### src/logic/slc_pkg.sv
// constants for the serial link sideband clock and power block
package slc_pkg;
  // register byte offsets
  localparam logic [7:0] SLC_OFF_VERSION = 8'h00;
  localparam logic [7:0] SLC_OFF_CONTROL = 8'h04;
  localparam logic [7:0] SLC_OFF_STATUS = 8'h08;
  localparam logic [7:0] SLC_OFF_IRQ_STATUS = 8'h10;
  localparam logic [7:0] SLC_OFF_IRQ_PENDING = 8'h14;
  localparam logic [7:0] SLC_OFF_IRQ_CFG_LO = 8'h40;
  localparam logic [7:0] SLC_OFF_IRQ_CFG_HI = 8'h44;
  // control register fields
  localparam int SLC_CTL_LOOPBACK = 0;
  localparam int SLC_CTL_IRQ_LOCAL = 1;
  localparam int SLC_CTL_PULLUP_DIS = 2;
  localparam int SLC_CTL_CLKDIR = 15;
  localparam int SLC_CTL_DIV_LSB = 16;
  localparam int SLC_CTL_DIV_W = 3;
  localparam int SLC_CTL_FASTPATH = 21;
  localparam logic [31:0] SLC_CTL_RESET = 32'h0000_0000;
  localparam logic [31:0] SLC_CTL_WMASK = 32'h0027_8007;
  // per-input interrupt config byte
  localparam int SLC_ICFG_EN = 0;
  localparam int SLC_ICFG_POL = 1;
  localparam int SLC_ICFG_EDGE = 2;
  localparam int SLC_ICFG_VEC_LSB = 3;
  localparam int SLC_ICFG_VEC_W = 3;
  localparam logic [63:0] SLC_ICFG_RESET = 64'h0;
  localparam int SLC_NUM_IRQ = 8;
  // status register fields
  localparam int SLC_ST_FREE_LSB = 0;
  localparam int SLC_ST_RET_LSB = 8;
  localparam int SLC_ST_SER_BUSY = 16;
  localparam int SLC_ST_BUSY_REQ = 17;
  localparam int SLC_ST_HOST_BUSY = 18;
  localparam int SLC_ST_LINK_UP = 19;
  // command queue
  localparam logic [4:0] SLC_CMD_DEPTH = 5'h18;
  localparam logic [4:0] SLC_CMD_FULL_FREE = 5'h07;
  // stages of each reset release
  localparam int SLC_RST_STAGES = 2;
endpackage

### src/logic/slc_sideband.sv
// sideband clock, reset, interrupt and power logic of the serial link bridge
`timescale 1ns/10ps

// Summary of operation
// - divided clock period is ref times div+1
// - clock select high when divider is zero
// - full-rate clock output passes reference straight through
// - clock pad enable_n is inverse of clock direction
// - clock logic reset released on reference clock
// - io logic reset released on receive clock
// - bus reset pin synchronised before internal use
// - lane count set by LANES, default four, none tied off
// - enabled matching interrupt input sets vectored pending bit
// - level interrupt held while any status bit set
// - one-cycle pulse when bit cleared under level
// - version register returns ident and revision inputs
// - clock direction bit loads default at reset
// - command queue free count, 0x07 when full
// - return queue word count reported on output
// - control bit 21 mirrored to fast path
// - loopback sends receive lanes to transmit lanes
// - clock-run data zero, enable_n low when busy
// - serial busy, busy request, host busy outputs
// - clock pullup enabled only remote clock, not disabled
// - receive pullups enabled until link established
module slc_sideband
  import slc_pkg::*;
#(
  parameter int LANES = 4
) (
  input wire logic clk_in,
  input wire logic srst_in,
  input wire logic [7:0] paddr_in,
  input wire logic psel_in,
  input wire logic penable_in,
  input wire logic pwrite_in,
  input wire logic [31:0] pwdata_in,
  input wire logic [3:0] pstrb_in,
  output logic [31:0] prdata_out,
  output logic pready_out,
  output logic pslverr_out,
  input wire logic bus_reset_n_in,
  input wire logic link_ref_clock_in,
  input wire logic link_rx_clock_in,
  output logic link_clock_full_out,
  output logic link_clock_div_out,
  output logic link_clock_select_out,
  output logic link_clock_oe_n_out,
  output logic clock_logic_reset_n_out,
  output logic io_logic_reset_n_out,
  input wire logic [LANES-1:0] serial_rx_lanes_in,
  input wire logic [LANES-1:0] tx_data_in,
  output logic [LANES-1:0] serial_tx_lanes_out,
  output logic [LANES-1:0] rx_data_out,
  input wire logic [SLC_NUM_IRQ-1:0] irq_inputs_in,
  output logic irq_pulse_out,
  output logic irq_level_out,
  input wire logic [15:0] part_ident_in,
  input wire logic [15:0] part_rev_in,
  input wire logic default_clock_dir_in,
  input wire logic [4:0] cmd_queue_used_in,
  output logic [4:0] cmd_queue_free_out,
  input wire logic [4:0] return_queue_count_in,
  output logic [4:0] return_queue_count_out,
  output logic tx_fast_path_out,
  output logic io_loopback_enable_out,
  input wire logic clock_run_in_n_in,
  output logic clock_run_out_n_out,
  output logic clock_run_oe_n_out,
  output logic clock_run_pullup_en_n_out,
  input wire logic serial_pending_in,
  input wire logic host_pending_in,
  input wire logic link_established_in,
  output logic serial_busy_out,
  output logic serial_busy_req_out,
  output logic host_bus_busy_out,
  output logic link_clock_pullup_en_n_out,
  output logic [LANES-1:0] rx_lane_pullup_en_n_out
);

  // pin vector: ref clk, rx clk, bus reset, clock run, interrupts, rx lanes
  localparam int NPIN = 4 + SLC_NUM_IRQ + LANES;
  localparam int P_REF = 0;
  localparam int P_RXC = 1;
  localparam int P_BRST = 2;
  localparam int P_CRUN = 3;
  localparam int P_IRQ = 4;
  localparam int P_LANE = 4 + SLC_NUM_IRQ;

  function automatic logic slc_addr_hit(input logic [7:0] a);
    logic hit;
    hit = 1'b0;
    if (a == SLC_OFF_VERSION) begin
      hit = 1'b1;
    end else if (a == SLC_OFF_CONTROL) begin
      hit = 1'b1;
    end else if (a == SLC_OFF_STATUS) begin
      hit = 1'b1;
    end else if (a == SLC_OFF_IRQ_STATUS) begin
      hit = 1'b1;
    end else if (a == SLC_OFF_IRQ_PENDING) begin
      hit = 1'b1;
    end else if (a == SLC_OFF_IRQ_CFG_LO) begin
      hit = 1'b1;
    end else if (a == SLC_OFF_IRQ_CFG_HI) begin
      hit = 1'b1;
    end
    return hit;
  endfunction

  function automatic logic [31:0] slc_byte_mask(input logic [3:0] strb);
    return {{8{strb[3]}}, {8{strb[2]}}, {8{strb[1]}}, {8{strb[0]}}};
  endfunction

  logic [NPIN-1:0] pin_s1_r;
  logic [NPIN-1:0] pin_s2_r;
  logic [NPIN-1:0] pin_s3_r;
  logic [NPIN-1:0] pin_f_r;
  logic [NPIN-1:0] pin_fd_r;
  logic rst;
  logic ref_rise;
  logic rx_rise;
  logic [SLC_RST_STAGES-1:0] clk_rst_r;
  logic [SLC_RST_STAGES-1:0] io_rst_r;
  logic [31:0] ctl_r;
  logic [63:0] icfg_r;
  logic [SLC_NUM_IRQ-1:0] irq_stat_r;
  logic [SLC_NUM_IRQ-1:0] irq_stat_nxt;
  logic [SLC_NUM_IRQ-1:0] irq_act;
  logic [SLC_NUM_IRQ-1:0] irq_act_prev_r;
  logic [SLC_NUM_IRQ-1:0] irq_set;
  logic [SLC_NUM_IRQ-1:0] irq_clr;
  logic [SLC_NUM_IRQ-1:0] irq_sw_set;
  logic [SLC_CTL_DIV_W-1:0] div_val;
  logic [SLC_CTL_DIV_W-1:0] div_cnt_r;
  logic [SLC_CTL_DIV_W-1:0] div_cnt_nxt;
  logic [31:0] wmask;
  logic [31:0] rd_mux;
  logic wr_acc;
  logic [31:0] status_word;

  // pin synchronisers with agreement filter
  genvar gi;
  generate
    for (gi = 0; gi < NPIN; gi++) begin : g_pin
      logic pin_raw;
      if (gi == P_REF) begin : g_ref
        assign pin_raw = link_ref_clock_in;
      end else if (gi == P_RXC) begin : g_rxc
        assign pin_raw = link_rx_clock_in;
      end else if (gi == P_BRST) begin : g_brst
        assign pin_raw = bus_reset_n_in;
      end else if (gi == P_CRUN) begin : g_crun
        assign pin_raw = clock_run_in_n_in;
      end else if (gi < P_LANE) begin : g_irq
        assign pin_raw = irq_inputs_in[gi-P_IRQ];
      end else begin : g_lane
        assign pin_raw = serial_rx_lanes_in[gi-P_LANE];
      end
      always_ff @(posedge clk_in) begin
        if (srst_in) begin
          pin_s1_r[gi] <= 1'b0;
          pin_s2_r[gi] <= 1'b0;
          pin_s3_r[gi] <= 1'b0;
          pin_f_r[gi] <= 1'b0;
          pin_fd_r[gi] <= 1'b0;
        end else begin
          pin_s1_r[gi] <= pin_raw;
          pin_s2_r[gi] <= pin_s1_r[gi];
          pin_s3_r[gi] <= pin_s2_r[gi];
          if (pin_s2_r[gi] == pin_s3_r[gi]) begin
            pin_f_r[gi] <= pin_s2_r[gi];
          end
          pin_fd_r[gi] <= pin_f_r[gi];
        end
      end
    end
  endgenerate

  assign rst = srst_in | ~pin_f_r[P_BRST];
  assign ref_rise = pin_f_r[P_REF] & ~pin_fd_r[P_REF];
  assign rx_rise = pin_f_r[P_RXC] & ~pin_fd_r[P_RXC];

  // reset releases counted on link clock edges
  always_ff @(posedge clk_in) begin
    if (rst) begin
      clk_rst_r <= '0;
    end else if (ref_rise) begin
      clk_rst_r <= {clk_rst_r[SLC_RST_STAGES-2:0], 1'b1};
    end
  end

  always_ff @(posedge clk_in) begin
    if (rst) begin
      io_rst_r <= '0;
    end else if (rx_rise) begin
      io_rst_r <= {io_rst_r[SLC_RST_STAGES-2:0], 1'b1};
    end
  end

  assign clock_logic_reset_n_out = clk_rst_r[SLC_RST_STAGES-1] & ~rst;
  assign io_logic_reset_n_out = io_rst_r[SLC_RST_STAGES-1] & ~rst;

  // apb slave: zero wait, error on unmapped
  assign wr_acc = psel_in & penable_in & pwrite_in & slc_addr_hit(paddr_in);
  assign wmask = slc_byte_mask(pstrb_in);
  assign pready_out = 1'b1;
  assign pslverr_out = psel_in & penable_in & ~slc_addr_hit(paddr_in);

  always_ff @(posedge clk_in) begin
    if (rst) begin
      ctl_r <= SLC_CTL_RESET;
      ctl_r[SLC_CTL_CLKDIR] <= default_clock_dir_in;
    end else if (wr_acc && paddr_in == SLC_OFF_CONTROL) begin
      ctl_r <= (ctl_r & ~(wmask & SLC_CTL_WMASK)) | (pwdata_in & wmask & SLC_CTL_WMASK);
    end
  end

  always_ff @(posedge clk_in) begin
    if (rst) begin
      icfg_r <= SLC_ICFG_RESET;
    end else if (wr_acc && paddr_in == SLC_OFF_IRQ_CFG_LO) begin
      icfg_r[31:0] <= (icfg_r[31:0] & ~wmask) | (pwdata_in & wmask);
    end else if (wr_acc && paddr_in == SLC_OFF_IRQ_CFG_HI) begin
      icfg_r[63:32] <= (icfg_r[63:32] & ~wmask) | (pwdata_in & wmask);
    end
  end

  always_comb begin
    status_word = 32'h0000_0000;
    status_word[SLC_ST_FREE_LSB +: 5] = cmd_queue_free_out;
    status_word[SLC_ST_RET_LSB +: 5] = return_queue_count_out;
    status_word[SLC_ST_SER_BUSY] = serial_busy_out;
    status_word[SLC_ST_BUSY_REQ] = serial_busy_req_out;
    status_word[SLC_ST_HOST_BUSY] = host_bus_busy_out;
    status_word[SLC_ST_LINK_UP] = link_established_in;
  end

  always_comb begin
    rd_mux = 32'h0000_0000;
    if (paddr_in == SLC_OFF_VERSION) begin
      rd_mux = {part_rev_in, part_ident_in};
    end else if (paddr_in == SLC_OFF_CONTROL) begin
      rd_mux = ctl_r;
    end else if (paddr_in == SLC_OFF_STATUS) begin
      rd_mux = status_word;
    end else if (paddr_in == SLC_OFF_IRQ_STATUS || paddr_in == SLC_OFF_IRQ_PENDING) begin
      rd_mux = {24'h00_0000, irq_stat_r};
    end else if (paddr_in == SLC_OFF_IRQ_CFG_LO) begin
      rd_mux = icfg_r[31:0];
    end else if (paddr_in == SLC_OFF_IRQ_CFG_HI) begin
      rd_mux = icfg_r[63:32];
    end
  end

  // read data captured in setup phase
  always_ff @(posedge clk_in) begin
    if (rst) begin
      prdata_out <= 32'h0000_0000;
    end else if (psel_in && !penable_in && !pwrite_in) begin
      prdata_out <= rd_mux;
    end
  end

  // interrupt inputs
  generate
    for (gi = 0; gi < SLC_NUM_IRQ; gi++) begin : g_irq_act
      logic lvl;
      assign lvl = pin_f_r[P_IRQ+gi];
      assign irq_act[gi] = icfg_r[gi*8+SLC_ICFG_POL] ? ~lvl : lvl;
    end
  endgenerate

  always_ff @(posedge clk_in) begin
    if (rst) begin
      irq_act_prev_r <= '0;
    end else begin
      irq_act_prev_r <= irq_act;
    end
  end

  always_comb begin
    logic hit;
    logic [SLC_ICFG_VEC_W-1:0] vec;
    hit = 1'b0;
    vec = '0;
    irq_set = '0;
    for (int i = 0; i < SLC_NUM_IRQ; i++) begin
      vec = icfg_r[i*8+SLC_ICFG_VEC_LSB +: SLC_ICFG_VEC_W];
      if (icfg_r[i*8+SLC_ICFG_EDGE]) begin
        hit = irq_act[i] & ~irq_act_prev_r[i];
      end else begin
        hit = irq_act[i];
      end
      if (icfg_r[i*8+SLC_ICFG_EN] && hit) begin
        irq_set[vec] = 1'b1;
      end
    end
  end

  assign irq_clr = (wr_acc && paddr_in == SLC_OFF_IRQ_STATUS) ? pwdata_in[SLC_NUM_IRQ-1:0] : '0;
  assign irq_sw_set = (wr_acc && paddr_in == SLC_OFF_IRQ_PENDING) ? pwdata_in[SLC_NUM_IRQ-1:0] : '0;
  // set wins over a same-cycle clear
  assign irq_stat_nxt = (irq_stat_r & ~irq_clr) | irq_set | irq_sw_set;

  always_ff @(posedge clk_in) begin
    if (rst) begin
      irq_stat_r <= '0;
    end else begin
      irq_stat_r <= irq_stat_nxt;
    end
  end

  always_ff @(posedge clk_in) begin
    if (rst) begin
      irq_level_out <= 1'b0;
      irq_pulse_out <= 1'b0;
    end else begin
      irq_level_out <= ctl_r[SLC_CTL_IRQ_LOCAL] & (|irq_stat_nxt);
      irq_pulse_out <= ctl_r[SLC_CTL_IRQ_LOCAL] & irq_level_out & (|(irq_clr & irq_stat_r));
    end
  end

  // clock generation
  assign div_val = ctl_r[SLC_CTL_DIV_LSB +: SLC_CTL_DIV_W];
  assign link_clock_full_out = link_ref_clock_in;
  assign div_cnt_nxt = (div_cnt_r >= div_val) ? '0 : div_cnt_r + 3'h1;

  always_ff @(posedge clk_in) begin
    if (!clock_logic_reset_n_out) begin
      div_cnt_r <= '0;
      link_clock_div_out <= 1'b0;
    end else if (ref_rise) begin
      div_cnt_r <= div_cnt_nxt;
      link_clock_div_out <= (div_val != '0) && (div_cnt_nxt <= (div_val >> 1));
    end
  end

  always_ff @(posedge clk_in) begin
    if (rst) begin
      link_clock_select_out <= 1'b1;
      link_clock_oe_n_out <= 1'b1;
      link_clock_pullup_en_n_out <= 1'b1;
      tx_fast_path_out <= 1'b0;
      io_loopback_enable_out <= 1'b0;
    end else begin
      link_clock_select_out <= (div_val == '0);
      link_clock_oe_n_out <= ~ctl_r[SLC_CTL_CLKDIR];
      link_clock_pullup_en_n_out <= ctl_r[SLC_CTL_CLKDIR] | ctl_r[SLC_CTL_PULLUP_DIS];
      tx_fast_path_out <= ctl_r[SLC_CTL_FASTPATH];
      io_loopback_enable_out <= ctl_r[SLC_CTL_LOOPBACK];
    end
  end

  // serial lanes
  always_ff @(posedge clk_in) begin
    if (rst) begin
      serial_tx_lanes_out <= '0;
      rx_data_out <= '0;
      rx_lane_pullup_en_n_out <= '0;
    end else begin
      rx_data_out <= pin_f_r[P_LANE +: LANES];
      if (ctl_r[SLC_CTL_LOOPBACK]) begin
        serial_tx_lanes_out <= pin_f_r[P_LANE +: LANES];
      end else begin
        serial_tx_lanes_out <= tx_data_in;
      end
      rx_lane_pullup_en_n_out <= {LANES{link_established_in}};
    end
  end

  // queue status and power management
  always_ff @(posedge clk_in) begin
    if (rst) begin
      cmd_queue_free_out <= SLC_CMD_DEPTH;
      return_queue_count_out <= 5'h00;
      serial_busy_out <= 1'b0;
      serial_busy_req_out <= 1'b0;
      host_bus_busy_out <= 1'b0;
      clock_run_oe_n_out <= 1'b1;
    end else begin
      if (cmd_queue_used_in >= SLC_CMD_DEPTH) begin
        cmd_queue_free_out <= SLC_CMD_FULL_FREE;
      end else begin
        cmd_queue_free_out <= SLC_CMD_DEPTH - cmd_queue_used_in;
      end
      return_queue_count_out <= return_queue_count_in;
      serial_busy_out <= serial_pending_in;
      serial_busy_req_out <= serial_pending_in | ~pin_f_r[P_CRUN];
      host_bus_busy_out <= host_pending_in;
      clock_run_oe_n_out <= ~serial_pending_in;
    end
  end

  assign clock_run_out_n_out = 1'b0;
  assign clock_run_pullup_en_n_out = 1'b1;

endmodule

### config.mk
export PLATFORM = sky130hd
export DESIGN_NAME = slc_sideband
export DESIGN_NICKNAME = d
export VERILOG_FILES = /design/src/logic/slc_pkg.sv /design/src/logic/slc_sideband.sv
export SDC_FILE = /design/constraint.sdc
export NUM_CORES = 1
export LEC_CHECK = 0
export ABC_AREA = 1
export BUFFER_PORTS_ARGS = -buffer_cell sky130_fd_sc_hd__buf_2
export CORE_ASPECT_RATIO = 0.9
export CORE_MARGIN = 3
export CORE_UTILIZATION = 45
export CTS_CLUSTER_SIZE = 12
export DETAILED_ROUTE_END_ITERATION = 6
export PLACE_DENSITY = 0.67
export SYNTH_ARGS = -nofsm -noshare
export SYNTH_HDL_FRONTEND = slang
export SYNTH_SLANG_ARGS = --single-unit
### constraint.sdc
create_clock -name clk_in -period 2.2 [get_ports clk_in]
set_input_delay 0.11 -clock clk_in [delete_from_list [all_inputs] [get_ports clk_in]]
set_output_delay 0.11 -clock clk_in [all_outputs]
set_load 0.01 [all_outputs]
==> flow_summary.html, run 1 <==
<table>
<tr><th>Metric</th><th>Value</th></tr>
<tr><th colspan="2">Setup path</th></tr>
<tr><td>Slowest CP cell</td><td>buf_4</td></tr>
<tr><td>Depth of the critical timing path with buffers and inverters included</td><td>6</td></tr>
<tr><td>WP data required</td><td>about 2.1 ns</td></tr>
<tr><td>Capturing element type of the critical path</td><td>primary output</td></tr>
<tr><td>Delay contributed by the slowest stage of the critical path</td><td>around 0.44 ns</td></tr>
<tr><td>Worst setup path class</td><td>flip-flop to primary output</td></tr>
<tr><td>Most frequent CP cell</td><td>inv_1</td></tr>
<tr><td>Maximum fanout encountered on the critical timing path</td><td>43</td></tr>
<tr><td>R2R setup slack</td><td>0.21 ns</td></tr>
<tr><td>Critical path cell sequence</td><td>inv_1, nor2_4, buf_4, nand2_1, inv_1, buf_2</td></tr>
<tr><td>Crit start category</td><td>flip-flop</td></tr>
<tr><td>Top delay family on crit path</td><td>buffers and inverters</td></tr>
<tr><td>Arrival time reported for the critical path endpoint</td><td>roughly 1.9 ns</td></tr>
<tr><td>FF-to-FF path depth</td><td>6</td></tr>
<tr><td>Count of buffer and inverter cells on the critical path</td><td>4</td></tr>
<tr><th colspan="2">Yosys</th></tr>
<tr><td>Mean post-synth cell area</td><td>approximately 7.4 um2</td></tr>
<tr><td>Most frequent cell after synthesis</td><td>dfxtp_1</td></tr>
<tr><td>Cells taking the most area after synthesis</td><td>dfxtp_1, nor2_1, nand2_1</td></tr>
<tr><td>Synth top cells by count</td><td>dfxtp_1, nor2_1, nand2_1, inv_1, a21oi_1</td></tr>
<tr><td>Synthesized flop and latch total</td><td>224</td></tr>
<tr><td>Cell type with the largest total area after synthesis</td><td>dfxtp_1</td></tr>
<tr><td>Async set-or-reset flop fraction in the synthesized netlist</td><td>0%</td></tr>
<tr><td>Synthesized instance count</td><td>~1300</td></tr>
<tr><td>Unique masters post-synth</td><td>between 40 and 50</td></tr>
<tr><td>Synth warn</td><td>0</td></tr>
<tr><td>Count of flip-flops with a built-in enable after synthesis</td><td>1</td></tr>
<tr><td>Sequential fraction of the synthesis area</td><td>47.42%</td></tr>
<tr><td>Area share of the largest cell type after synthesis</td><td>between 40% and 50%</td></tr>
<tr><td>Combined area of all synthesized cells</td><td>around 9500 um2</td></tr>
<tr><td>Most frequently used flop master after synthesis</td><td>dfxtp_1</td></tr>
<tr><th colspan="2">Placed design</th></tr>
<tr><td>Count of buffers from port buffering</td><td>184</td></tr>
<tr><td>Worst setup slack before clock tree synthesis</td><td>roughly 0.19 ns</td></tr>
<tr><td>DPL Wire Length</td><td>between 20 and 25 mm</td></tr>
<tr><td>Final estimated routing congestion in global placement</td><td>roughly 0.91</td></tr>
<tr><th colspan="2">Power</th></tr>
<tr><td>Peak supply drop</td><td>roughly 0.62 mV</td></tr>
<tr><td>Proportion of power drawn by the clock network</td><td>a little under half</td></tr>
<tr><td>P_int</td><td>approximately 6.6 mW</td></tr>
<tr><td>Switching fraction of total power</td><td>around 22%</td></tr>
<tr><td>Power density over the cells</td><td>675.4 nW/um2</td></tr>
<tr><td>Part of the total power dissipated in sequential elements</td><td>between 40% and 50%</td></tr>
<tr><td>Switching Power</td><td>1.862 mW</td></tr>
<tr><td>P_leak</td><td>roughly 5.3 nW</td></tr>
<tr><td>Logic gate share of total power</td><td>5.3%</td></tr>
<tr><th colspan="2">Min path</th></tr>
<tr><td>Hold Crit Depth</td><td>6</td></tr>
<tr><td>Path class of the lowest-slack min-delay path</td><td>input pin to flip-flop</td></tr>
<tr><th colspan="2">Drt</th></tr>
<tr><td>Final WL</td><td>around 30 mm</td></tr>
<tr><td>Number of vias in the routed layout</td><td>~9600</td></tr>
<tr><td>Wire per inst</td><td>about 16 um</td></tr>
<tr><td>Routed Antenna Nets</td><td>0</td></tr>
<tr><td>Detailed-route vias per instance</td><td>between 5 and 6</td></tr>
<tr><td>Number of search-and-repair iterations in the first detailed-routing pass</td><td>6</td></tr>
<tr><td>Initial detailed-routing violation count</td><td>639</td></tr>
<tr><td>Remaining design rule violation count</td><td>0</td></tr>
<tr><th colspan="2">GRT</th></tr>
<tr><td>Pin count of the biggest net entering global routing</td><td>52</td></tr>
<tr><td>Vias in the first global route</td><td>slightly above 9000</td></tr>
<tr><td>Total track usage</td><td>around a quarter</td></tr>
<tr><td>Antenna violations before repair</td><td>0</td></tr>
<tr><td>Total gr overflow</td><td>0</td></tr>
<tr><td>First-pass GRT wire length</td><td>approximately 48 mm</td></tr>
<tr><th colspan="2">Floorplan</th></tr>
<tr><td>Initial core utilization</td><td>between 40% and 50%</td></tr>
<tr><td>Ports placed on the boundary</td><td>188</td></tr>
<tr><td>Core Area</td><td>roughly 20000 um2</td></tr>
<tr><td>Total die area</td><td>roughly 23000 um2</td></tr>
<tr><td>Die width</td><td>159.0 um</td></tr>
<tr><td>Std cell rows</td><td>49</td></tr>
<tr><td>Die height</td><td>~140 um</td></tr>
<tr><th colspan="2">Clocking</th></tr>
<tr><td>CTS H-tree depth</td><td>1</td></tr>
<tr><td>Clock tree from TritonCTS</td><td>built</td></tr>
<tr><td>Buffers inserted by post-CTS timing repair</td><td>0</td></tr>
<tr><td>Number of buffers added by the clock tree synthesis step</td><td>24</td></tr>
<tr><td>Clock Tree Root</td><td>clkbuf_16</td></tr>
<tr><td>Sink count of the clock tree</td><td>between 200 and 250</td></tr>
<tr><td>Clock insertion delay at the later pin of the skew report</td><td>approximately 0.53 ns</td></tr>
<tr><td>Clock slew seen by the registers of the worst setup and hold paths</td><td>0.06 ns</td></tr>
<tr><td>Deepest clock path buffer count</td><td>3</td></tr>
<tr><th colspan="2">Cells and area</th></tr>
<tr><td>Area overhead of the layout relative to synthesis</td><td>32.22%</td></tr>
<tr><td>Total of fill cells in the finished design</td><td>about 1900</td></tr>
<tr><td>Layout cells sized above 1</td><td>between 10% and 20%</td></tr>
<tr><td>Layout Nets</td><td>approximately 1700</td></tr>
<tr><td>Area of combinational cells with multiple inputs</td><td>between 4000 and 5000 um2</td></tr>
<tr><td>Final antenna diode count</td><td>0</td></tr>
<tr><td>Sequential cell area</td><td>4494 um2</td></tr>
<tr><th colspan="2">STA</th></tr>
<tr><td>Number of failing hold endpoints at the final stage</td><td>0</td></tr>
<tr><td>Final-layout setup total negative slack</td><td>0 ns</td></tr>
<tr><td>Setup Viol. Count Final</td><td>0</td></tr>
<tr><td>Shortest clock period the worst path allows after layout</td><td>around 2.0 ns</td></tr>
<tr><td>Highest achievable clock rate</td><td>roughly 490 MHz</td></tr>
<tr><td>Post-Route Skew</td><td>between 0.01 and 0.015 ns</td></tr>
<tr><td>Post-route worst setup slack</td><td>0.1610 ns</td></tr>
<tr><td>Worst slew margin</td><td>between 50% and 60%</td></tr>
<tr><td>Final Cycle Share</td><td>92.68%</td></tr>
<tr><td>Unrepaired setup endpoints after global routing</td><td>no</td></tr>
<tr><td>Max Transition Viols Final</td><td>0</td></tr>
<tr><td>Slew at the pin closest to its max-slew limit</td><td>0.6215 ns</td></tr>
<tr><th colspan="2">Run</th></tr>
<tr><td>Number of maximum-capacitance constraint violations</td><td>0</td></tr>
<tr><th colspan="2">Outcome</th></tr>
<tr><td>Outcome</td><td>completed</td></tr>
</table>
stage by stage:
step,utilization (%),power (mW),area (um2),hold slack (ns),instances
6_report,61.57,8.464,12530,0.1687,1848
2_1_floorplan,-,4.312,9482,0.2170,1276
3_3_place_gp,52.61,4.487,10710,0.3089,1704
4_1_cts,61.49,8.518,12520,0.1617,1848
5_1_grt,61.57,8.741,12530,0.2048,1848
3_5_place_dp,52.61,4.489,10710,0.3164,1704
tightest hold or removal path: stages:
cell     delay, ns
buf_2         0.09
nor2_1        0.04
nand2_1       0.10
nor2_2        0.07
nand4_1       0.14
a31oi_1       0.09
cell families after synthesis:
logic type	share of synthesized area, %
AND/OR/NAND/NOR	23.88
AO/OA/AOI/OAI	16.83
buffers and inverters	10.03
flip-flops	47.42
XOR/XNOR	0.8317
adder cells (fa/ha/maj)	0.9241
other	0.07924
power groups by stage:
stage | Combinational [mW] | Sequential (mW) | Clock [mW]
finish | 0.448 | 4.11 | 3.90
global route | 0.491 | 4.11 | 4.14
CTS | 0.435 | 4.11 | 3.97
detailed placement | 0.288 | 4.20 | 0
global placement | 0.287 | 4.20 | 0
floorplan | 0.114 | 4.20 | 0
per-layer routing:
metal  routed length [um]  GRT usage [%]  share of wire (%)  vias up
met5                    0              0                  0        -
met4                  871          7.324                2.9        0
met3                 1821          3.977                6.0       78
met2                14400          45.63                 48      342
met1                13080          33.46                 43     4406
li1                     -              -                  -     4757
layout make-up:
class	count	share of cell area, %
clock buffers	35	5.441
clock inverters	4	0.5891
inverters	181	5.431
multi-input cells	812	32.47
flip-flops and latches	224	35.86
well taps	280	2.796
repair buffers	312	17.41
placed cells by master (no fill, tap or decap), types with 4 or more instances in the layout:
master         Yosys  final
dlygate4sd3_1      0    105
xor2_1             6      6
dfxtp_1          223    223
nor2_2             3      4
buf_2             10    184
ha_1               7      6
o221ai_1           7      7
buf_4              8     20
nand3_1           53     53
clkbuf_8           0      4
nand4_1           56     56
o21ai_0           76     75
a31oi_1           19     19
clkbuf_16          0     24
a21oi_1           91     90
nand2_1          183    183
a211oi_2           4      4
nor2_1           214    212
inv_1            178    178
a211oi_1          45     45
nor3_1             4      4
o211ai_1           7      7
clkbuf_1          34      7
nor2_4             5      6
o22ai_1            7      7
final timing paths:
kind | from | endpoint
setup / recovery | pin_f_r[2] | clock_logic_reset_n_out
hold / removal | paddr_in[7] | irq_stat_r[3]
setup reg to reg | pin_f_r[2] | cmd_queue_free_out[0]
hold reg to reg | pin_s1_r[9] | pin_s2_r[9]
timing repair:
action                     in CTS  in global routing
setup endpoints to repair       0                  1
gates resized for setup         0                  3
hold buffers                  105                  0
hold endpoints to repair      146                  0
No activity file was read; power rests on OpenSTA's default activity.
==> run 2, diff against run 1 <==
- CTS_BUF_LIST: unset -> sky130_fd_sc_hd__clkbuf_8
==> run 2 against run 1 <==
Core utilization shrank 0.068 points. Largest power group unchanged. Critical path depth stayed put. Die area stayed put. Sequential share of layout area barely moved. First-iteration DRC count fell by 6.9%. Count of clock-buffer cells in the layout up 11. Design area fell by 0.11%.
==> flow_summary.html, run 2 (synthesis gave the netlist of run 1 again) <==
<table>
<tr><th>Metric</th><th>Value</th></tr>
<tr><th colspan="2">Min path</th></tr>
<tr><td>Startpoint of the lowest-slack hold path</td><td>paddr_in[7]</td></tr>
<tr><td>Hold Crit Depth</td><td>6</td></tr>
<tr><td>Path class of the lowest-slack min-delay path</td><td>input pin to flip-flop</td></tr>
<tr><td>End point of the most critical hold path</td><td>irq_stat_r[3]</td></tr>
<tr><th colspan="2">STA</th></tr>
<tr><td>Setup Viol. Count Final</td><td>0</td></tr>
<tr><td>Hold Slack</td><td>0.1494 ns</td></tr>
<tr><td>Number of failing hold endpoints at the final stage</td><td>0</td></tr>
<tr><td>Worst slew margin</td><td>roughly 60%</td></tr>
<tr><td>Final-layout setup total negative slack</td><td>0 ns</td></tr>
<tr><td>Shortest clock period the worst path allows after layout</td><td>around 2 ns</td></tr>
<tr><td>Max Transition Viols Final</td><td>0</td></tr>
<tr><td>Final Cycle Share</td><td>approximately 93%</td></tr>
<tr><td>Post-Route Skew</td><td>between 0.01 and 0.015 ns</td></tr>
<tr><td>Slew at the pin closest to its max-slew limit</td><td>0.6203 ns</td></tr>
<tr><td>Unrepaired setup endpoints after global routing</td><td>no</td></tr>
<tr><td>Highest achievable clock rate</td><td>between 400 and 500 MHz</td></tr>
<tr><th colspan="2">GRT</th></tr>
<tr><td>Antenna violations before repair</td><td>0</td></tr>
<tr><td>Top Usage Layer GRT</td><td>met2</td></tr>
<tr><td>Pin count of the biggest net entering global routing</td><td>52</td></tr>
<tr><td>Total track usage</td><td>between 20 and 30%</td></tr>
<tr><td>Met2 Usage GRT</td><td>roughly 44%</td></tr>
<tr><td>Total gr overflow</td><td>0</td></tr>
<tr><td>Met3 routing resource usage after global routing</td><td>~5%</td></tr>
<tr><td>Met1 usage in global routing</td><td>about a third</td></tr>
<tr><td>Vias in the first global route</td><td>about 9400</td></tr>
<tr><td>First-pass GRT wire length</td><td>48.07 mm</td></tr>
<tr><th colspan="2">Placed design</th></tr>
<tr><td>Final estimated routing congestion in global placement</td><td>roughly 0.91</td></tr>
<tr><td>Count of buffers from port buffering</td><td>approximately 180</td></tr>
<tr><td>Total placed instance area</td><td>approximately 11000 um2</td></tr>
<tr><td>Post-Place Cells</td><td>around 1700</td></tr>
<tr><td>DPL Wire Length</td><td>between 20 and 25 mm</td></tr>
<tr><th colspan="2">Outcome</th></tr>
<tr><td>Outcome</td><td>completed</td></tr>
<tr><th colspan="2">Setup path</th></tr>
<tr><td>Delay contributed by the slowest stage of the critical path</td><td>around 0.46 ns</td></tr>
<tr><td>Crit start category</td><td>flip-flop</td></tr>
<tr><td>WP data required</td><td>roughly 2.1 ns</td></tr>
<tr><td>Maximum fanout encountered on the critical timing path</td><td>43</td></tr>
<tr><td>Slowest CP cell</td><td>buf_4</td></tr>
<tr><td>Top delay family on crit path</td><td>buffers and inverters</td></tr>
<tr><td>Arrival time reported for the critical path endpoint</td><td>around 1.9 ns</td></tr>
<tr><td>R2R setup slack</td><td>~0.21 ns</td></tr>
<tr><td>Critical path cell sequence</td><td>inv_1, nor2_4, buf_4, nand2_1, inv_1, buf_2</td></tr>
<tr><td>Count of buffer and inverter cells on the critical path</td><td>4</td></tr>
<tr><td>Reg2reg end</td><td>link_clock_div_out</td></tr>
<tr><td>Capturing element type of the critical path</td><td>primary output</td></tr>
<tr><td>Worst setup path class</td><td>flip-flop to primary output</td></tr>
<tr><td>FF-to-FF path depth</td><td>13</td></tr>
<tr><td>Most frequent CP cell</td><td>inv_1</td></tr>
<tr><th colspan="2">Drt</th></tr>
<tr><td>Remaining design rule violation count</td><td>0</td></tr>
<tr><td>Routed Antenna Nets</td><td>0</td></tr>
<tr><td>Number of search-and-repair iterations in the first detailed-routing pass</td><td>5</td></tr>
<tr><td>Wire per inst</td><td>around 16 um</td></tr>
<tr><td>Number of vias in the routed layout</td><td>approximately 9700</td></tr>
<tr><td>Final WL</td><td>~30 mm</td></tr>
<tr><td>Detailed-route vias per instance</td><td>roughly 5.2</td></tr>
<tr><td>Initial detailed-routing violation count</td><td>slightly below 600</td></tr>
<tr><th colspan="2">Floorplan</th></tr>
<tr><td>Die width</td><td>between 150 and 200 um</td></tr>
<tr><td>Total die area</td><td>22840 um2</td></tr>
<tr><td>Std cell rows</td><td>49</td></tr>
<tr><td>Initial core utilization</td><td>between 40% and 50%</td></tr>
<tr><td>Core Area</td><td>between 20000 and 25000 um2</td></tr>
<tr><td>Ports placed on the boundary</td><td>approximately 190</td></tr>
<tr><td>Die height</td><td>143.7 um</td></tr>
<tr><th colspan="2">Cells and area</th></tr>
<tr><td>Final antenna diode count</td><td>0</td></tr>
<tr><td>Sequential cell area</td><td>about 4500 um2</td></tr>
<tr><td>Most frequent cells in the layout</td><td>dfxtp_1, nor2_1, inv_1</td></tr>
<tr><td>Design area</td><td>about 13000 um2</td></tr>
<tr><td>Leading cell type in the layout, fill and taps excluded</td><td>dfxtp_1</td></tr>
<tr><td>Layout cells sized above 1</td><td>17.92%</td></tr>
<tr><td>Layout Nets</td><td>about 1700</td></tr>
<tr><td>Area of combinational cells with multiple inputs</td><td>4053 um2</td></tr>
<tr><td>Total of fill cells in the finished design</td><td>approximately 1900</td></tr>
<tr><td>Post-route insts no fill</td><td>1876</td></tr>
<tr><td>Area overhead of the layout relative to synthesis</td><td>32.08%</td></tr>
<tr><td>Final core utilization</td><td>roughly 62%</td></tr>
<tr><th colspan="2">Power</th></tr>
<tr><td>Power density over the cells</td><td>around 660 nW/um2</td></tr>
<tr><td>P_leak</td><td>around 5.4 nW</td></tr>
<tr><td>Peak supply drop</td><td>0.5344 mV</td></tr>
<tr><th colspan="2">Clocking</th></tr>
<tr><td>Clock tree from TritonCTS</td><td>built</td></tr>
<tr><td>Number of buffers added by the clock tree synthesis step</td><td>38</td></tr>
<tr><td>Clock insertion delay at the later pin of the skew report</td><td>~0.54 ns</td></tr>
<tr><td>Deepest clock path buffer count</td><td>3</td></tr>
<tr><td>Clock Tree Root</td><td>clkbuf_8</td></tr>
<tr><td>Clock slew seen by the registers of the worst setup and hold paths</td><td>around 0.060 ns</td></tr>
<tr><td>Sink count of the clock tree</td><td>~220</td></tr>
<tr><td>CTS H-tree depth</td><td>2</td></tr>
<tr><th colspan="2">Run</th></tr>
<tr><td>Number of maximum-capacitance constraint violations</td><td>0</td></tr>
</table>
[run 2: cell types whose count changed in the layout (fill, tap and decap cells not counted), sizes merged]
| cell | previous run | this run |
|---|---|---|
| clkinv | 5 | 8 |
| clkbuf | 35 | 46 |
| inv | 179 | 193 |
[run 2: worst min-delay path, cell delays in order]
cell	delay, ns
buf_2	0.09
nor2_1	0.04
nand2_1	0.10
nor2_2	0.07
nand4_1	0.14
a31oi_1	0.09
[run 2: cell type report]
cell class                      count  share of cell area (%)
Tap cell                          280                   2.799
Multi-Input combinational cell    812                   32.37
Sequential cell                   224                   35.90
Timing Repair Buffer              312                   17.43
Inverter                          181                   5.437
Clock buffer                       46                   5.057
Clock inverter                     21                  0.9995
[run 2: how the worst max path moves through the flow]
stage	start	depth (start not counted)	slack (ns)	end
final	pin_f_r[2]	6	0.15	clock_logic_reset_n_out
after CTS	pin_f_r[2]	6	0.13	clock_logic_reset_n_out
after global routing	pin_f_r[2]	6	0.009	clock_logic_reset_n_out
after global placement	flip-flop	13	0.31	link_clock_div_out
after floorplan	flip-flop	13	0.41	link_clock_div_out
after detailed placement	flip-flop	13	0.19	link_clock_div_out
[run 2: power breakdown]
part	internal [mW]	switching (mW)	total [mW]
sequential	4.10	0.0147	4.11
combinational	0.239	0.208	0.447
clock	2.02	1.70	3.72
[run 2: metrics by stage]
stage               power (mW)  setup WS [ns]
finish                   8.283         0.1524
global route             8.577       0.008528
CTS                      8.342         0.1338
detailed placement       4.489         0.1861
global placement         4.487         0.3144
floorplan                4.312         0.4140
[run 2: layer usage]
layer	up-vias	part of all wire [%]	wire length [um]
li1	4805	-	-
met1	4459	43	13050
met2	355	47	14090
met3	87	6.4	1927
met4	0	3.2	963
met5	-	0	0
[run 2: timing repair]
action,CTS,global route
endpoints found under the setup margin,0,1
setup buffers,0,0
hold buffers,105,0
endpoints found under the hold margin,147,0
gates resized for setup,0,1
==> run 3, diff against run 2 <==
--- a/config.mk
+++ b/config.mk
@@ -8,11 +8,13 @@
 export ABC_AREA = 1
 export BUFFER_PORTS_ARGS = -buffer_cell sky130_fd_sc_hd__buf_2
+export CELL_PAD_IN_SITES_DETAIL_PLACEMENT = 0
+export CELL_PAD_IN_SITES_GLOBAL_PLACEMENT = 2
 export CORE_ASPECT_RATIO = 0.9
 export CORE_MARGIN = 3
-export CORE_UTILIZATION = 45
+export CORE_UTILIZATION = 32
 export CTS_BUF_LIST = sky130_fd_sc_hd__clkbuf_8
 export CTS_CLUSTER_SIZE = 12
 export DETAILED_ROUTE_END_ITERATION = 6
-export PLACE_DENSITY = 0.67
+export PLACE_DENSITY_LB_ADDON = 0.1
 export SYNTH_ARGS = -nofsm -noshare
 export SYNTH_HDL_FRONTEND = slang
==> constraint.sdc (replaced) <==
create_clock -name clk_in -period 2.2 [get_ports clk_in]
set_input_delay 0.11 -clock clk_in [delete_from_list [all_inputs] [get_ports clk_in]]
set_output_delay 0.11 -clock clk_in [all_outputs]
set_load 0.05 [all_outputs]
==> run 3 against run 2 <==
Critical path depth decreased by 1. Sequential share of layout area decreased by 0.90 points. Maximum frequency decreased by 1.2%. Register-to-register slack improved by 0.02 ns. Total power increased by 1.6%. Design area increased by 2.6%. Wire length increased by 9.6%. Via count decreased by 3.1%. Clock skew increased by 0.016 ns. Highest routed layer is now met5.
==> flow_summary.html, run 3 (synthesis gave the netlist of run 1 again) <==
<table>
<tr><th>Metric</th><th>Value</th></tr>
<tr><th colspan="2">Outcome</th></tr>
<tr><td>Outcome</td><td>completed</td></tr>
<tr><th colspan="2">Clocking</th></tr>
<tr><td>Number of buffers added by the clock tree synthesis step</td><td>39</td></tr>
<tr><td>CTS H-tree depth</td><td>2</td></tr>
<tr><td>Deepest clock path buffer count</td><td>3</td></tr>
<tr><td>Clock Tree Root</td><td>clkbuf_8</td></tr>
<tr><td>Clock insertion delay at the later pin of the skew report</td><td>0.55 ns</td></tr>
<tr><td>Clock slew seen by the registers of the worst setup and hold paths</td><td>around 0.060 ns</td></tr>
<tr><td>Clock tree from TritonCTS</td><td>built</td></tr>
<tr><td>Sink count of the clock tree</td><td>224</td></tr>
<tr><th colspan="2">GRT</th></tr>
<tr><td>Met2 Usage GRT</td><td>34.41%</td></tr>
<tr><td>Total gr overflow</td><td>0</td></tr>
<tr><td>Total track usage</td><td>approximately a fifth</td></tr>
<tr><td>Vias in the first global route</td><td>between 9000 and 10000</td></tr>
<tr><td>Met3 routing resource usage after global routing</td><td>between 3 and 4%</td></tr>
<tr><td>Pin count of the biggest net entering global routing</td><td>52</td></tr>
<tr><td>Antenna violations before repair</td><td>1</td></tr>
<tr><td>First-pass GRT wire length</td><td>slightly above 50 mm</td></tr>
<tr><td>Top Usage Layer GRT</td><td>met2</td></tr>
<tr><td>Met1 usage in global routing</td><td>27.22%</td></tr>
<tr><th colspan="2">STA</th></tr>
<tr><td>Final Cycle Share</td><td>a little over nine tenths</td></tr>
<tr><td>Unrepaired setup endpoints after global routing</td><td>yes</td></tr>
<tr><td>Setup Viol. Count Final</td><td>0</td></tr>
<tr><td>Shortest clock period the worst path allows after layout</td><td>roughly 2.1 ns</td></tr>
<tr><td>Post-Route Skew</td><td>between 0.02 and 0.03 ns</td></tr>
<tr><td>Worst slew margin</td><td>just under 60%</td></tr>
<tr><td>Slew at the pin closest to its max-slew limit</td><td>0.6293 ns</td></tr>
<tr><td>Highest achievable clock rate</td><td>482.7 MHz</td></tr>
<tr><td>Max Transition Viols Final</td><td>0</td></tr>
<tr><td>Number of failing hold endpoints at the final stage</td><td>0</td></tr>
<tr><th colspan="2">Setup path</th></tr>
<tr><td>Launch point of the critical path</td><td>pin_f_r[2]</td></tr>
<tr><td>R2R setup slack</td><td>~0.23 ns</td></tr>
<tr><td>WP data required</td><td>~2.1 ns</td></tr>
<tr><td>Crit start category</td><td>flip-flop</td></tr>
<tr><td>Worst setup path class</td><td>flip-flop to primary output</td></tr>
<tr><td>Arrival time reported for the critical path endpoint</td><td>between 1.5 and 2 ns</td></tr>
<tr><td>FF-to-FF path depth</td><td>6</td></tr>
<tr><td>Reg2reg end</td><td>cmd_queue_free_out[0]</td></tr>
<tr><td>Capturing element type of the critical path</td><td>primary output</td></tr>
<tr><td>Maximum fanout encountered on the critical timing path</td><td>22</td></tr>
<tr><td>Source of the worst register-to-register timing path</td><td>pin_f_r[2]</td></tr>
<tr><th colspan="2">Run</th></tr>
<tr><td>Number of maximum-capacitance constraint violations</td><td>0</td></tr>
<tr><th colspan="2">Cells and area</th></tr>
<tr><td>Post-route insts no fill</td><td>roughly 2000</td></tr>
<tr><td>Total of fill cells in the finished design</td><td>3049</td></tr>
<tr><td>Final antenna diode count</td><td>0</td></tr>
<tr><td>Sequential cell area</td><td>~4500 um2</td></tr>
<tr><td>Most frequent cells in the layout</td><td>dfxtp_1, nor2_1, inv_1</td></tr>
<tr><td>Area of combinational cells with multiple inputs</td><td>4069 um2</td></tr>
<tr><td>Area overhead of the layout relative to synthesis</td><td>35.54%</td></tr>
<tr><td>Layout cells sized above 1</td><td>about a fifth</td></tr>
<tr><td>Layout Nets</td><td>approximately 1700</td></tr>
<tr><td>Final core utilization</td><td>44.28%</td></tr>
<tr><td>Leading cell type in the layout, fill and taps excluded</td><td>dfxtp_1</td></tr>
<tr><th colspan="2">Drt</th></tr>
<tr><td>Number of search-and-repair iterations in the first detailed-routing pass</td><td>5</td></tr>
<tr><td>Routed Antenna Nets</td><td>0</td></tr>
<tr><td>Remaining design rule violation count</td><td>0</td></tr>
<tr><td>Initial detailed-routing violation count</td><td>589</td></tr>
<tr><td>Wire per inst</td><td>between 15 and 20 um</td></tr>
<tr><td>Number of vias in the routed layout</td><td>roughly 9400</td></tr>
<tr><td>Detailed-route vias per instance</td><td>between 4 and 5</td></tr>
<tr><td>Final WL</td><td>32.92 mm</td></tr>
<tr><th colspan="2">Min path</th></tr>
<tr><td>Startpoint of the lowest-slack hold path</td><td>srst_in</td></tr>
<tr><td>Hold Crit Depth</td><td>4</td></tr>
<tr><td>End point of the most critical hold path</td><td>cmd_queue_free_out[4]</td></tr>
<tr><td>Path class of the lowest-slack min-delay path</td><td>input pin to flip-flop</td></tr>
<tr><th colspan="2">Power</th></tr>
<tr><td>Peak supply drop</td><td>0.4309 mV</td></tr>
<tr><td>Tot Pwr</td><td>around 8.4 mW</td></tr>
<tr><td>P_leak</td><td>between 5 and 6 nW</td></tr>
<tr><td>Power density over the cells</td><td>between 600 and 700 nW/um2</td></tr>
<tr><th colspan="2">Floorplan</th></tr>
<tr><td>Initial core utilization</td><td>between 30 and 40%</td></tr>
<tr><td>Core Area</td><td>~29000 um2</td></tr>
<tr><td>Ports placed on the boundary</td><td>188</td></tr>
<tr><td>Die height</td><td>approximately 170 um</td></tr>
<tr><td>Die width</td><td>roughly 190 um</td></tr>
<tr><td>Total die area</td><td>31720 um2</td></tr>
<tr><td>Std cell rows</td><td>~60</td></tr>
<tr><th colspan="2">Placed design</th></tr>
<tr><td>Final estimated routing congestion in global placement</td><td>roughly 0.84</td></tr>
<tr><td>DPL Wire Length</td><td>24.29 mm</td></tr>
<tr><td>Count of buffers from port buffering</td><td>184</td></tr>
<tr><td>Post-Place Cells</td><td>roughly 1800</td></tr>
</table>
[run 3: changes by cell type in the layout (fill, tap and decap cells not counted), moves of 2 or more]
cell           before  now
clkbuf_8           46   52
clkinv_2            7    2
dfxtp_2             0    2
dlygate4sd3_1     105  108
dfxtp_1           223  221
inv_1             190  187
inv_2               1    3
buf_4              20   31
[run 3: timing repair]
action | CTS | global route
pin swaps | 0 | 2
setup endpoints to repair | 1 | 3
gates cloned | 0 | 0
hold endpoints to repair | 147 | 0
resized for setup | 1 | 9
hold buffers | 108 | 0
setup buffers | 0 | 1
[run 3: cell type report]
cell class | instances | share of cell area [%]
sequential | 224 | 35.01
clock inverter | 15 | 0.6136
multi-input combinational | 812 | 31.67
clock buffer | 52 | 5.571
tap | 396 | 3.857
inverter | 181 | 5.299
timing repair buffer | 327 | 17.98
[run 3: through the flow]
step	instance area (um2)	hold slack, ns	setup TNS, ns	setup WS, ns
finish	12850	0.06905	0	0.1282
global route	12850	0.07532	-0.06226	-0.03327
CTS	12820	0.06676	0	0.07540
detailed placement	10940	0.3156	0	0.1689
global placement	10940	0.3095	0	0.1862
floorplan	9482	0.2170	0	0.1778
[run 3: metal layers]
layer / vias to the layer above / share of wire, %
met5: - / 0.039
met4: 2 / 2.3
met3: 53 / 4.7
met2: 209 / 47
met1: 4318 / 46
li1: 4821 / -
[run 3: how the worst max path moves through the flow]
stage                               to  slack, ns  cells past startpoint
5_1_grt        clock_logic_reset_n_out      -0.03                      6
3_5_place_dp                 flip-flop       0.17                     11
2_1_floorplan     io_logic_reset_n_out       0.18                      6
3_3_place_gp        link_clock_div_out       0.19                     13
6_report          io_logic_reset_n_out       0.13                      5
4_1_cts        clock_logic_reset_n_out       0.08                      6
[run 3: critical path, cell delays in order (launching register included)]
cell and delay (ns):
dfxtp_1 0.35, inv_1 0.08, nor2_4 0.11, clkinv_2 0.33
nor2_1 0.25, buf_2 0.30
[run 3: power breakdown]
part	switching (mW)	internal, mW
Combinational	0.224	0.239
Clock	1.73	2.11
Sequential	0.0143	4.10
Total	1.97	6.45
